[config.mk]
export PLATFORM = sky130hd
export DESIGN_NAME = est_transmitter
export DESIGN_NICKNAME = d
export VERILOG_FILES = /design/src/inc/est_pkg.sv /design/src/hw/est_transmitter.sv
export VERILOG_INCLUDE_DIRS = /design/src /design/src/inc
export SDC_FILE = /design/constraint.sdc
export NUM_CORES = 1
export LEC_CHECK = 0
export ABC_AREA = 1
export BUFFER_PORTS_ARGS = -buffer_cell sky130_fd_sc_hd__buf_2
export CAP_MARGIN = 20
export CORE_MARGIN = 4
export CORE_UTILIZATION = 40
export DETAILED_ROUTE_END_ITERATION = 10
export GPL_ROUTABILITY_DRIVEN = 0
export HOLD_SLACK_MARGIN = 0.06
export PLACE_DENSITY = 0.65
export SLEW_MARGIN = 20
export SYNTH_ARGS = -nofsm -noshare
export SYNTH_HDL_FRONTEND = slang
export SYNTH_SLANG_ARGS = --single-unit
[constraint.sdc]
create_clock -name pclk -period 3.2 [get_ports pclk]
set_clock_uncertainty 0.2 [all_clocks]
set_input_delay 0 -clock pclk [delete_from_list [all_inputs] [get_ports pclk]]
set_output_delay 0 -clock pclk [all_outputs]
set_load 0.01 [all_outputs]
[src/inc/est_regs.svh]
`ifndef EST_REGS_SVH
`define EST_REGS_SVH

// Register byte addresses
`define EST_ADDR_TX_STAT_CTRL   12'h000
`define EST_ADDR_RX_STAT_CTRL   12'h004
`define EST_ADDR_BAUD_CTRL      12'h008
`define EST_ADDR_BAUD_DIV_LOW   12'h00C
`define EST_ADDR_BAUD_DIV_HIGH  12'h010
`define EST_ADDR_TX_BUFFER      12'h014

// transmit_status_control fields
`define EST_TXS_NINTH_BIT       0
`define EST_TXS_SHIFTER_EMPTY   1
`define EST_TXS_HIGH_SPEED      2
`define EST_TXS_CLOCKED_MODE    4
`define EST_TXS_TX_ENABLE       5
`define EST_TXS_NINE_BIT_SEL    6
// receive_status_control fields
`define EST_RXS_PORT_ENABLE     7
// baud_control fields
`define EST_BDC_WIDE_DIV        3
`define EST_BDC_POL_INVERT      4
// Status bits on the flag word (transmit_status_control read bit 7 holds the buffer empty flag)
`define EST_TXS_BUF_EMPTY_FLAG  7

// Reset values
`define EST_RST_TX_STAT_CTRL    8'h02
`define EST_RST_RX_STAT_CTRL    8'h00
`define EST_RST_BAUD_CTRL       8'h00
`define EST_RST_BAUD_DIV        8'h00

// Oversampling ratios
`define EST_OVS_LOW_SPEED       5'd16
`define EST_OVS_HIGH_SPEED      5'd4
// Flag update delay after a buffer write, in clock cycles
`define EST_FLAG_DELAY          2

`endif

[src/inc/est_pkg.sv]
package est_pkg;
   typedef enum logic [1:0] {
      EST_IDLE  = 2'b00,
      EST_START = 2'b01,
      EST_DATA  = 2'b10,
      EST_STOP  = 2'b11
   } est_state_t;

   typedef struct packed {
      logic        psel;
      logic        penable;
      logic        pwrite;
      logic [11:0] paddr;
      logic [31:0] pwdata;
   } est_apb_req_t;

   typedef struct packed {
      logic [31:0] prdata;
      logic        pready;
      logic        pslverr;
   } est_apb_rsp_t;

   typedef struct packed {
      logic out;
      logic oe;
   } est_pin_t;
endpackage : est_pkg

[src/hw/est_transmitter.sv]
`timescale 1ns/1ps
`include "est_regs.svh"
// Overview of operation
// - Line idles mark; start, data, stop
// - Data shifted LSb first, shared format
// - No hardware parity; ninth bit only
// - Active when enable, async, port on
// - Port enable drives transmit pin out
// - Disabled port releases pin to GPIO
// - Transmit enable sets buffer empty flag
// - Buffer write loads idle shifter one cycle later
// - Queued char loads one cycle after stop
// - Frame begins right after shifter load
// - Polarity bit inverts idle and data
// - Flag set unless shifter busy and queued
// - Flag valid second cycle after write
// - Flag read-only, hardware driven
// - Flag independent of interrupt enable
// - Shifter empty status read-only, tracks shifter
// - Shifter empty raises no interrupt
// - Nine bits load together, ninth is MSb
// - Bit time from 8/16-bit divider
module est_transmitter #(
   parameter int DATA_BITS = 9
)(
   // Clock and reset
   input  wire logic                  pclk,
   input  wire logic                  presetn,
   // APB slave
   input  wire est_pkg::est_apb_req_t apb_req,
   output      est_pkg::est_apb_rsp_t apb_rsp,
   // Transmit pin and GPIO fallback
   input  wire logic                  gpio_out,
   input  wire logic                  gpio_oe,
   output      est_pkg::est_pin_t     tx_pin,
   // Status toward the interrupt controller
   output      logic                  tx_buf_empty_flag
);
   import est_pkg::*;

   initial
   begin
      if (DATA_BITS != 9)
         $error("est_transmitter supports nine data bits only");
   end

   // ==========================================================
   // Register bus
   logic [7:0] tx_ctrl_reg;
   logic [7:0] rx_ctrl_reg;
   logic [7:0] baud_ctrl_reg;
   logic [7:0] div_low_reg;
   logic [7:0] div_high_reg;
   logic       wr_en;
   logic       port_on;
   logic       tx_active;
   logic       shifter_empty;

   assign wr_en = apb_req.psel & apb_req.penable & apb_req.pwrite;
   assign port_on = rx_ctrl_reg[`EST_RXS_PORT_ENABLE];
   assign tx_active = tx_ctrl_reg[`EST_TXS_TX_ENABLE]
                    & ~tx_ctrl_reg[`EST_TXS_CLOCKED_MODE]
                    & port_on;

   // Status bits stored as ones below are masked off; hardware owns them
   always_ff @(posedge pclk or negedge presetn)
   begin
      if (!presetn)
      begin
         tx_ctrl_reg   <= `EST_RST_TX_STAT_CTRL;
         rx_ctrl_reg   <= `EST_RST_RX_STAT_CTRL;
         baud_ctrl_reg <= `EST_RST_BAUD_CTRL;
         div_low_reg   <= `EST_RST_BAUD_DIV;
         div_high_reg  <= `EST_RST_BAUD_DIV;
      end
      else if (wr_en)
      begin
         case (apb_req.paddr)
            `EST_ADDR_TX_STAT_CTRL:
               tx_ctrl_reg <= apb_req.pwdata[7:0] & 8'h7D;
            `EST_ADDR_RX_STAT_CTRL:
               rx_ctrl_reg <= apb_req.pwdata[7:0] & 8'h80;
            `EST_ADDR_BAUD_CTRL:
               baud_ctrl_reg <= apb_req.pwdata[7:0] & 8'h18;
            `EST_ADDR_BAUD_DIV_LOW:
               div_low_reg <= apb_req.pwdata[7:0];
            `EST_ADDR_BAUD_DIV_HIGH:
               div_high_reg <= apb_req.pwdata[7:0];
            default:
               tx_ctrl_reg <= tx_ctrl_reg;
         endcase
      end
   end

   logic       addr_ok;
   logic [7:0] rd_byte;
   always_comb
   begin
      addr_ok = 1'b1;
      rd_byte = 8'h00;
      case (apb_req.paddr)
         `EST_ADDR_TX_STAT_CTRL:
         begin
            rd_byte = tx_ctrl_reg;
            rd_byte[`EST_TXS_SHIFTER_EMPTY] = shifter_empty;
            rd_byte[`EST_TXS_BUF_EMPTY_FLAG] = tx_buf_empty_flag;
         end
         `EST_ADDR_RX_STAT_CTRL:  rd_byte = rx_ctrl_reg;
         `EST_ADDR_BAUD_CTRL:     rd_byte = baud_ctrl_reg;
         `EST_ADDR_BAUD_DIV_LOW:  rd_byte = div_low_reg;
         `EST_ADDR_BAUD_DIV_HIGH: rd_byte = div_high_reg;
         `EST_ADDR_TX_BUFFER:     rd_byte = 8'h00;
         default:                 addr_ok = 1'b0;
      endcase
   end

   always_comb
   begin
      apb_rsp.pready  = 1'b1;
      apb_rsp.pslverr = apb_req.psel & apb_req.penable & ~addr_ok;
      apb_rsp.prdata  = {24'h000000, rd_byte};
   end

   // ==========================================================
   // Baud tick generator
   logic [15:0] div_reg;
   logic [15:0] div_next;
   logic [3:0]  ovs_reg;
   logic [4:0]  ovs_ratio;
   logic        baud_tick;
   logic        bit_tick;
   logic        in_frame;

   // Reload value and ratio from the speed selects
   always_comb
   begin
      if (baud_ctrl_reg[`EST_BDC_WIDE_DIV])
         div_next = {div_high_reg, div_low_reg};
      else
         div_next = {8'h00, div_low_reg};
      ovs_ratio = tx_ctrl_reg[`EST_TXS_HIGH_SPEED] ? `EST_OVS_HIGH_SPEED
                                                   : `EST_OVS_LOW_SPEED;
   end

   assign baud_tick = (div_reg == 16'h0000);
   assign bit_tick = baud_tick && ({1'b0, ovs_reg} == ovs_ratio - 5'd1);

   // Counters restart with each frame so the start bit is full length
   always_ff @(posedge pclk or negedge presetn)
   begin
      if (!presetn)
      begin
         div_reg <= 16'h0000;
         ovs_reg <= 4'h0;
      end
      else if (!in_frame)
      begin
         div_reg <= div_next;
         ovs_reg <= 4'h0;
      end
      else if (baud_tick)
      begin
         div_reg <= div_next;
         ovs_reg <= bit_tick ? 4'h0 : ovs_reg + 4'h1;
      end
      else
         div_reg <= div_reg - 16'h0001;
   end

   // ==========================================================
   // Buffer and shifter
   logic [8:0]  buf_reg;
   logic        buf_full_reg;
   logic [8:0]  shift_reg;
   logic [3:0]  bit_cnt_reg;
   est_state_t  state_reg;
   logic        buf_write;
   logic        load_shifter;
   logic        frame_done;

   assign buf_write = wr_en && apb_req.paddr == `EST_ADDR_TX_BUFFER
                    && tx_active;
   assign in_frame = (state_reg != EST_IDLE);
   assign shifter_empty = ~in_frame;
   assign frame_done = (state_reg == EST_STOP) && bit_tick;
   // Queued char loads in the cycle after stop ends
   assign load_shifter = tx_active && buf_full_reg && !in_frame;

   always_ff @(posedge pclk or negedge presetn)
   begin
      if (!presetn)
      begin
         buf_reg      <= 9'h000;
         buf_full_reg <= 1'b0;
      end
      else if (!port_on || !tx_active)
         buf_full_reg <= 1'b0;
      else if (buf_write)
      begin
         // Ninth bit sampled now; software sets it first
         buf_reg <= {tx_ctrl_reg[`EST_TXS_NINTH_BIT],
                     apb_req.pwdata[7:0]};
         buf_full_reg <= 1'b1;
      end
      else if (load_shifter)
         buf_full_reg <= 1'b0;
   end

   always_ff @(posedge pclk or negedge presetn)
   begin
      if (!presetn)
      begin
         state_reg   <= EST_IDLE;
         shift_reg   <= 9'h000;
         bit_cnt_reg <= 4'h0;
      end
      else if (!tx_active)
         state_reg <= EST_IDLE;
      else
      begin
         case (state_reg)
            EST_IDLE:
               if (load_shifter)
               begin
                  shift_reg <= buf_reg;
                  state_reg <= EST_START;
               end
            EST_START:
               if (bit_tick)
               begin
                  bit_cnt_reg <= tx_ctrl_reg[`EST_TXS_NINE_BIT_SEL]
                               ? 4'd8 : 4'd7;
                  state_reg   <= EST_DATA;
               end
            EST_DATA:
               if (bit_tick)
               begin
                  shift_reg <= {1'b0, shift_reg[8:1]};
                  if (bit_cnt_reg == 4'h0)
                     state_reg <= EST_STOP;
                  else
                     bit_cnt_reg <= bit_cnt_reg - 4'h1;
               end
            EST_STOP:
               if (frame_done)
                  state_reg <= EST_IDLE;
            default:
               state_reg <= EST_IDLE;
         endcase
      end
   end

   // ==========================================================
   // Buffer empty flag, two-cycle settle after a write
   logic [1:0] write_dly_reg;
   always_ff @(posedge pclk or negedge presetn)
   begin
      if (!presetn)
         write_dly_reg <= 2'b00;
      else
         write_dly_reg <= {write_dly_reg[0], buf_write};
   end

   // Held stale for a cycle; the write only shows at the second edge
   always_ff @(posedge pclk or negedge presetn)
   begin
      if (!presetn)
         tx_buf_empty_flag <= 1'b0;
      else if (!tx_active)
         tx_buf_empty_flag <= 1'b0;
      else if (!buf_write && !write_dly_reg[0])
         tx_buf_empty_flag <= !buf_full_reg;
   end

   // ==========================================================
   // Transmit pin
   logic line_level;
   always_comb
   begin
      case (state_reg)
         EST_START: line_level = 1'b0;
         EST_DATA:  line_level = shift_reg[0];
         default:   line_level = 1'b1;
      endcase
   end

   always_ff @(posedge pclk or negedge presetn)
   begin
      if (!presetn)
         tx_pin <= '{out: 1'b0, oe: 1'b0};
      else if (port_on)
         tx_pin <= '{out: line_level
                           ^ baud_ctrl_reg[`EST_BDC_POL_INVERT],
                     oe: 1'b1};
      else
         tx_pin <= '{out: gpio_out, oe: gpio_oe};
   end

   // ==========================================================
   // Checks
   AST_IDLE_MARK: assert property (@(posedge pclk) disable iff (!presetn)
      (port_on && !in_frame && !baud_ctrl_reg[`EST_BDC_POL_INVERT])
      |=> tx_pin.out || !port_on || in_frame)
      else $error("line not at mark while idle");
   AST_START_SPACE: assert property (@(posedge pclk) disable iff (!presetn)
      $rose(state_reg == EST_START) && !baud_ctrl_reg[`EST_BDC_POL_INVERT]
      && port_on |=> !tx_pin.out)
      else $error("start bit not a space");
   AST_ACTIVE: assert property (@(posedge pclk) disable iff (!presetn)
      !tx_active |=> !in_frame)
      else $error("frame running while inactive");
   AST_PIN_OE: assert property (@(posedge pclk) disable iff (!presetn)
      port_on |=> tx_pin.oe)
      else $error("pin not driven with port on");
   AST_LOAD_NOW: assert property (@(posedge pclk) disable iff (!presetn)
      buf_write && !in_frame && !buf_full_reg |=> ##1 in_frame
      || !tx_active)
      else $error("idle shifter not loaded");
   AST_QUEUE_LOAD: assert property (@(posedge pclk) disable iff (!presetn)
      frame_done && buf_full_reg && tx_active |=> ##1 in_frame)
      else $error("queued char not loaded");
   AST_FLAG_DELAY: assert property (@(posedge pclk) disable iff (!presetn)
      buf_write && tx_buf_empty_flag |=> tx_buf_empty_flag)
      else $error("flag changed too early");
   AST_FLAG_CLEAR: assert property (@(posedge pclk) disable iff (!presetn)
      tx_active && !tx_buf_empty_flag |-> $past(buf_full_reg)
      || !$past(tx_active)
      || $past(buf_write) || $past(write_dly_reg[0]))
      else $error("flag clear without queued char");
   AST_SHIFT_EMPTY: assert property (@(posedge pclk) disable iff (!presetn)
      load_shifter |=> !shifter_empty)
      else $error("shifter empty after load");
endmodule : est_transmitter

# == Word-level counts from Yosys, hierarchy flattened ==
# Index checks and enable logic that the tools add are counted.
# op_classes
add_sub_neg,4
n_eq_ne,20
n_mux,31
bitwise_logic,10
n_reduce_logical,32
# ops
cell,count
$mux W16,3
$pmux W8 S5,1
$mux W4,7
$eq A12 B4 Y1 const B,2
$eq A12 B5 Y1 const B,2
$mux W9,2
$pmux W9 S2,1
$logic_not A16 Y1,1
$sub A16 B1 Y16 const B,1
$ne A3 B3 Y1 const B,5
$mux W2,7
$eq A12 B3 Y1 const B,1
$logic_not A12 Y1,1
$reduce_and A2 Y1,6
$ne A2 B2 Y1 const B,5
$reduce_and A5 Y1,2
$pmux W2 S4,1
$pmux W4 S2,1
$logic_and A1 B1 Y1,7
$logic_not A1 Y1,6
$mux W1,6
$reduce_bool A2 Y1,3
$reduce_or A6 Y1,1
$and A1 B1 Y1,5
16 further kinds,20
# totals
ff_bits,75
inputBits,51
wordCells,113

# == Longest topological paths before layout ==
# depth
ltp_word,8
depth_mapped,11
ltp_nobuf,11

# == Worst setup path after synthesis ==
# Ideal clock, no wire load.
# synth_timing
path_type,reg-to-reg
from,register div_reg[0]
to,register shift_reg[8]
arrival_time_ns,1.429
path_slack_ns,1.454
path_stages_with_launch,12
n_path_buf,0
synth_period_minus_slack_ns,1.746
cell_sequence,dfrtp_1 inv_1 ha_1 nand2_1 nor2_1 nand2_1 nor2_2 nand3_1 nand2_2 nand2_4 nand2_1 nand2_1
# synth_between
elab_chain_len,4
# synth_lines
item,line,text
"start, declared",est_transmitter.sv:126,logic [15:0] div_reg;
"start signal, assigned",est_transmitter.sv:158,div_reg <= div_next;
"start signal, assigned",est_transmitter.sv:163,div_reg <= div_next;
"start signal, assigned",est_transmitter.sv:167,div_reg <= div_reg - 16'h0001;
$logic_not A16 Y1,est_transmitter.sv:145,assign baud_tick = (div_reg == 16'h0000);
$logic_and A1 B1 Y1,est_transmitter.sv:146,"assign bit_tick = baud_tick && ({1'b0, ovs_reg} == ovs_ratio - 5'd1);"
$ne A2 B2 Y1 (no source line),--,
$reduce_and A4 Y1 (no source line),--,
"end signal, assigned",est_transmitter.sv:225,shift_reg <= buf_reg;
"end signal, assigned",est_transmitter.sv:238,"shift_reg <= {1'b0, shift_reg[8:1]};"
"end, declared",est_transmitter.sv:174,logic [8:0] shift_reg;
# No other way between the ends.
# A chain may end at the register's enable or synchronous reset.

# == Final worst setup path ==
# layout_timing
from,input apb_req[45] (netlist bit)
to,register rx_ctrl_reg[7]
# layout_between
elab_chain_len,3
# layout_lines
item,line,text
"start, declared",est_transmitter.sv:30,"input wire est_pkg::est_apb_req_t apb_req,"
$and A1 B1 Y1 (2 in series),est_transmitter.sv:59,assign wr_en = apb_req.psel & apb_req.penable & apb_req.pwrite;
$reduce_and A2 Y1 (no source line),--,
"end signal, assigned",est_transmitter.sv:71,rx_ctrl_reg <= `EST_RST_RX_STAT_CTRL;
"end signal, assigned",est_transmitter.sv:82,rx_ctrl_reg <= apb_req.pwdata[7:0] & 8'h80;
"end, declared",est_transmitter.sv:50,logic [7:0] rx_ctrl_reg;
# No other way between the ends.

==> metrics.sh <==
STATUS='completed'
HOLD_CLASS='input pin to async pin'
SETUP.WORST_PATH.START_CLASS='input pin'
FINALWORSTSETUPSLACK_NS=0.394
MAX_FREQ_GHz=0.356
GLOBAL_ROUTE.USAGE.MET3_PCT=3.56
WORSTPATHMAXFANOUT=6
DRT.ANTENNA.VIOLATING_NETS=0
INSTANCE_AREA_AT_PLACEMENT_UM2=4430
GRT_PASS1_VIAS=3503
DP_HPWL_MM=7.10
ANTENNA_FOUND_INITIAL=0
SYNTH_SEQ_CELLS=74
PORTBUFFERS=38
POST_CTS.RESIZED_INSTANCES=0
HOLD_VIOL_FINAL=0
MAPPEDNETLISTAREA_UM2=4200
FLOORPLAN.DIE.WIDTH_UM=110
WIRE_LENGTH_OF_THE_FIRST_GLOBAL_ROUTING_PASS_MM=16.5
SYNTH_CELL_TYPE_COUNT=38
N_FILL_CELL=1009
INITIAL_CORE_UTIL_PCT=40.8
DETAILROUTE.VIA_COUNT=3486
SETUP_VIOL_COUNT_FINAL=0
REG2REGPATHDEPTH=9
INSERTION_DELAY_OF_THE_LATER_CLOCKED_PIN_IN_THE_WORST_SKEW_PAIR_NS=0.35
ROWS=37
END_KIND='register'
MAXIMUM_NUMBER_OF_PINS_ON_ONE_NET_BEFORE_GLOBAL_ROUTE_REPAIR=39
DRV_SLEW=0
POST-ROUTE-CELL-AREA_UM2=4830
CRITPATHREQUIREDTIME_NS=3.23
LAYOUT.CORE_UTILIZATION_PCT=47.0
TOTAL_POWER_mW=1.83
FP.DIEAREA_UM2=12200
GLOBALROUTEMET1UTIL_PCT=22.0
FINAL_CELLS=729
WL_CELL_UM=13.1
SYNTH-SEQ-AREA-SHARE_PCT=44.1
VDD_IR_DROP_MAX_uV=263
GRTUSAGEMET2_PCT=26.7
R2R-START='state_reg[0]$_DFFE_PN0P_'
N_ANTENNA_CELL=0
FINAL_NET_COUNT=648
LARGEST_REGISTER_FFS=16
YOSYSWARNINGS=0
DRT_PASS_1_ITERS=4
TIGHTESTPINTRANSITION_NS=0.883
WL_MM=9.57
GR-MAX-USAGE-LAYER='met2'
HTREE_NUM_LEVELS=3
CTS_BUFFER_DEPTH=2
CLKTRANSATPATHREGS_NS=0.08
DRT_FIRST_ITER_VIOLATIONS=197
GRT_REMAINING_OVERFLOW=0
PLACE.DETAILED.INSTANCES=696
POWER_DENSITY_nW_PER_UM2=379
ROOT_BUFFER='sky130_fd_sc_hd__clkbuf_8'
VIASPERCELL=4.78
CLOCK_SINKS=74
POST_ROUTE_CELLS_DRIVE_ABOVE_1_SHARE_PCT=19.1
CRITPATHARRIVALTIME_NS=2.83
NUMCTSBUFFERS=9
SETUP.WORST_PATH.CLASS='input pin to register'
MAXCAPVIOLCOUNT=0
TRACK_USAGE_PCT=16.4
FIN_SETUP_TNS_NS=0
IO-PIN-COUNT=88
DP_SLACK_NS=0.962
PERIOD_NEEDED_NS=2.81
SYNTHESIS.INSTANCES=530
HOLDWS_NS=0.111
DIE_HEIGHT_UM=110
P_LEAK_nW=2.50
POSTSYNTHAREAPERCELL_UM2=7.92
R2R_SLACK_NS=0.95
SYN_TO_FINAL_GROWTH_PCT=15.0
TRITONCTS_CLOCK_TREE='built'
WORSTREG2REGEND='bit_cnt_reg[0]$_DFFE_PN0P_'
RSZ0062_AT_GRT='no'
TIMING.SLEW.HEADROOM_PCT=41.1
FINAL_MIN_PERIOD_OVER_CLOCK_PERIOD_PCT=87.7
DESIGN.CORE.AREA_UM2=10300
POST-ROUTE-DRC-COUNT=0
[worst max-delay path, cell delays in order]
cell and delay [ns]:
sky130_fd_sc_hd__dlygate4sd3_1 0.52, sky130_fd_sc_hd__buf_2 0.11, sky130_fd_sc_hd__nand3_1 0.05, sky130_fd_sc_hd__dlygate4sd3_1 0.55
sky130_fd_sc_hd__inv_1 0.24, sky130_fd_sc_hd__nand2_1 0.12, sky130_fd_sc_hd__nor2_1 0.09, sky130_fd_sc_hd__dlygate4sd3_1 0.55
sky130_fd_sc_hd__a21oi_1 0.05, sky130_fd_sc_hd__dlygate4sd3_1 0.56
[kinds of logic (layout without fill, tap and decap cells)]
| group | Yosys count | in the layout | synth area share (%) |
|---|---|---|---|
| fa+ha+maj | 8 | 8 | 2.38 |
| buf+inv | 92 | 132 | 11.3 |
| compound gates | 77 | 77 | 12.0 |
| other cells | 2 | 25 | 0.179 |
| simple gates | 268 | 268 | 28.2 |
| flops | 74 | 74 | 44.1 |
| xor+xnor | 9 | 9 | 1.88 |
[routing by layer]
metal	up-vias	share of wire [%]
met3	8	5.3
li1	1757	-
met1	1628	46
met4	0	1.2
met5	-	0
met2	93	47
[repair_timing]
action | CTS | global route
hold endpoints to repair | 73 | 0
setup buffers | 0 | 0
hold buffers | 18 | 0
[cell usage after synthesis (all sizes together)]
master / number / area share (%)
o21bai: 1 / 0.18
o211ai: 2 / 0.36
xor2: 8 / 1.7
clkinv: 3 / 0.33
nand3b: 1 / 0.18
conb: 2 / 0.18
xnor2: 1 / 0.21
inv: 54 / 4.8
nor3: 3 / 0.86
a31oi: 2 / 0.30
nor2: 46 / 4.8
o21ai: 56 / 8.7
o22ai: 1 / 0.15
nand2: 172 / 16
o31ai: 1 / 0.18
nand3: 34 / 4.1
ha: 8 / 2.4
clkbuf: 2 / 0.18
and2: 1 / 0.15
a21oi: 12 / 1.7
or2: 2 / 0.30
nand4: 9 / 1.3
dfrtp: 74 / 44
o221ai: 2 / 0.42
buf: 33 / 5.9
[report_power, final]
| part | switching, mW | internal [mW] |
|---|---|---|
| combinational | 0.0616 | 0.0311 |
| clock | 0.345 | 0.458 |
| sequential | 0.000529 | 0.935 |
| total | 0.407 | 1.42 |
[cell type report]
cell class	instances	area, µm²	area share [%]
timing repair buffer	60	413	8.55
inverter	57	216	4.48
clock inverter	4	76.3	1.58
multi-input combinational	387	1960	40.6
sequential	74	1850	38.4
clock buffer	11	141	2.93
tap	136	170	3.52
[how the worst max path moves through the flow]
stage                              from                    endpoint  slack [ns]  cells past startpoint
4_1_cts                     apb_req[45]  rx_ctrl_reg[7]$_DFFE_PN0P_        0.45                     10
3_3_place_gp   state_reg[0]$_DFFE_PN0P_  bit_cnt_reg[1]$_DFFE_PN0P_        0.97                      9
6_report                    apb_req[45]  rx_ctrl_reg[7]$_DFFE_PN0P_        0.39                     10
5_1_grt                     apb_req[45]  rx_ctrl_reg[7]$_DFFE_PN0P_        0.26                     10
2_1_floorplan      div_reg[0]$_DFF_PN0_    shift_reg[8]$_DFFE_PN0P_        1.45                     11
3_5_place_dp   state_reg[0]$_DFFE_PN0P_  bit_cnt_reg[0]$_DFFE_PN0P_        0.96                      9
[cells in the final DEF, fill, tap and decap left out, drive strengths merged, types with 12 or more instances in the layout]
cell type,count
nand2,172
nor2,46
nand3,34
inv,54
dlygate4sd3,18
conb,25
a21oi,12
o21ai,56
buf,42
dfrtp,74
(Power assumes the default switching activity.)
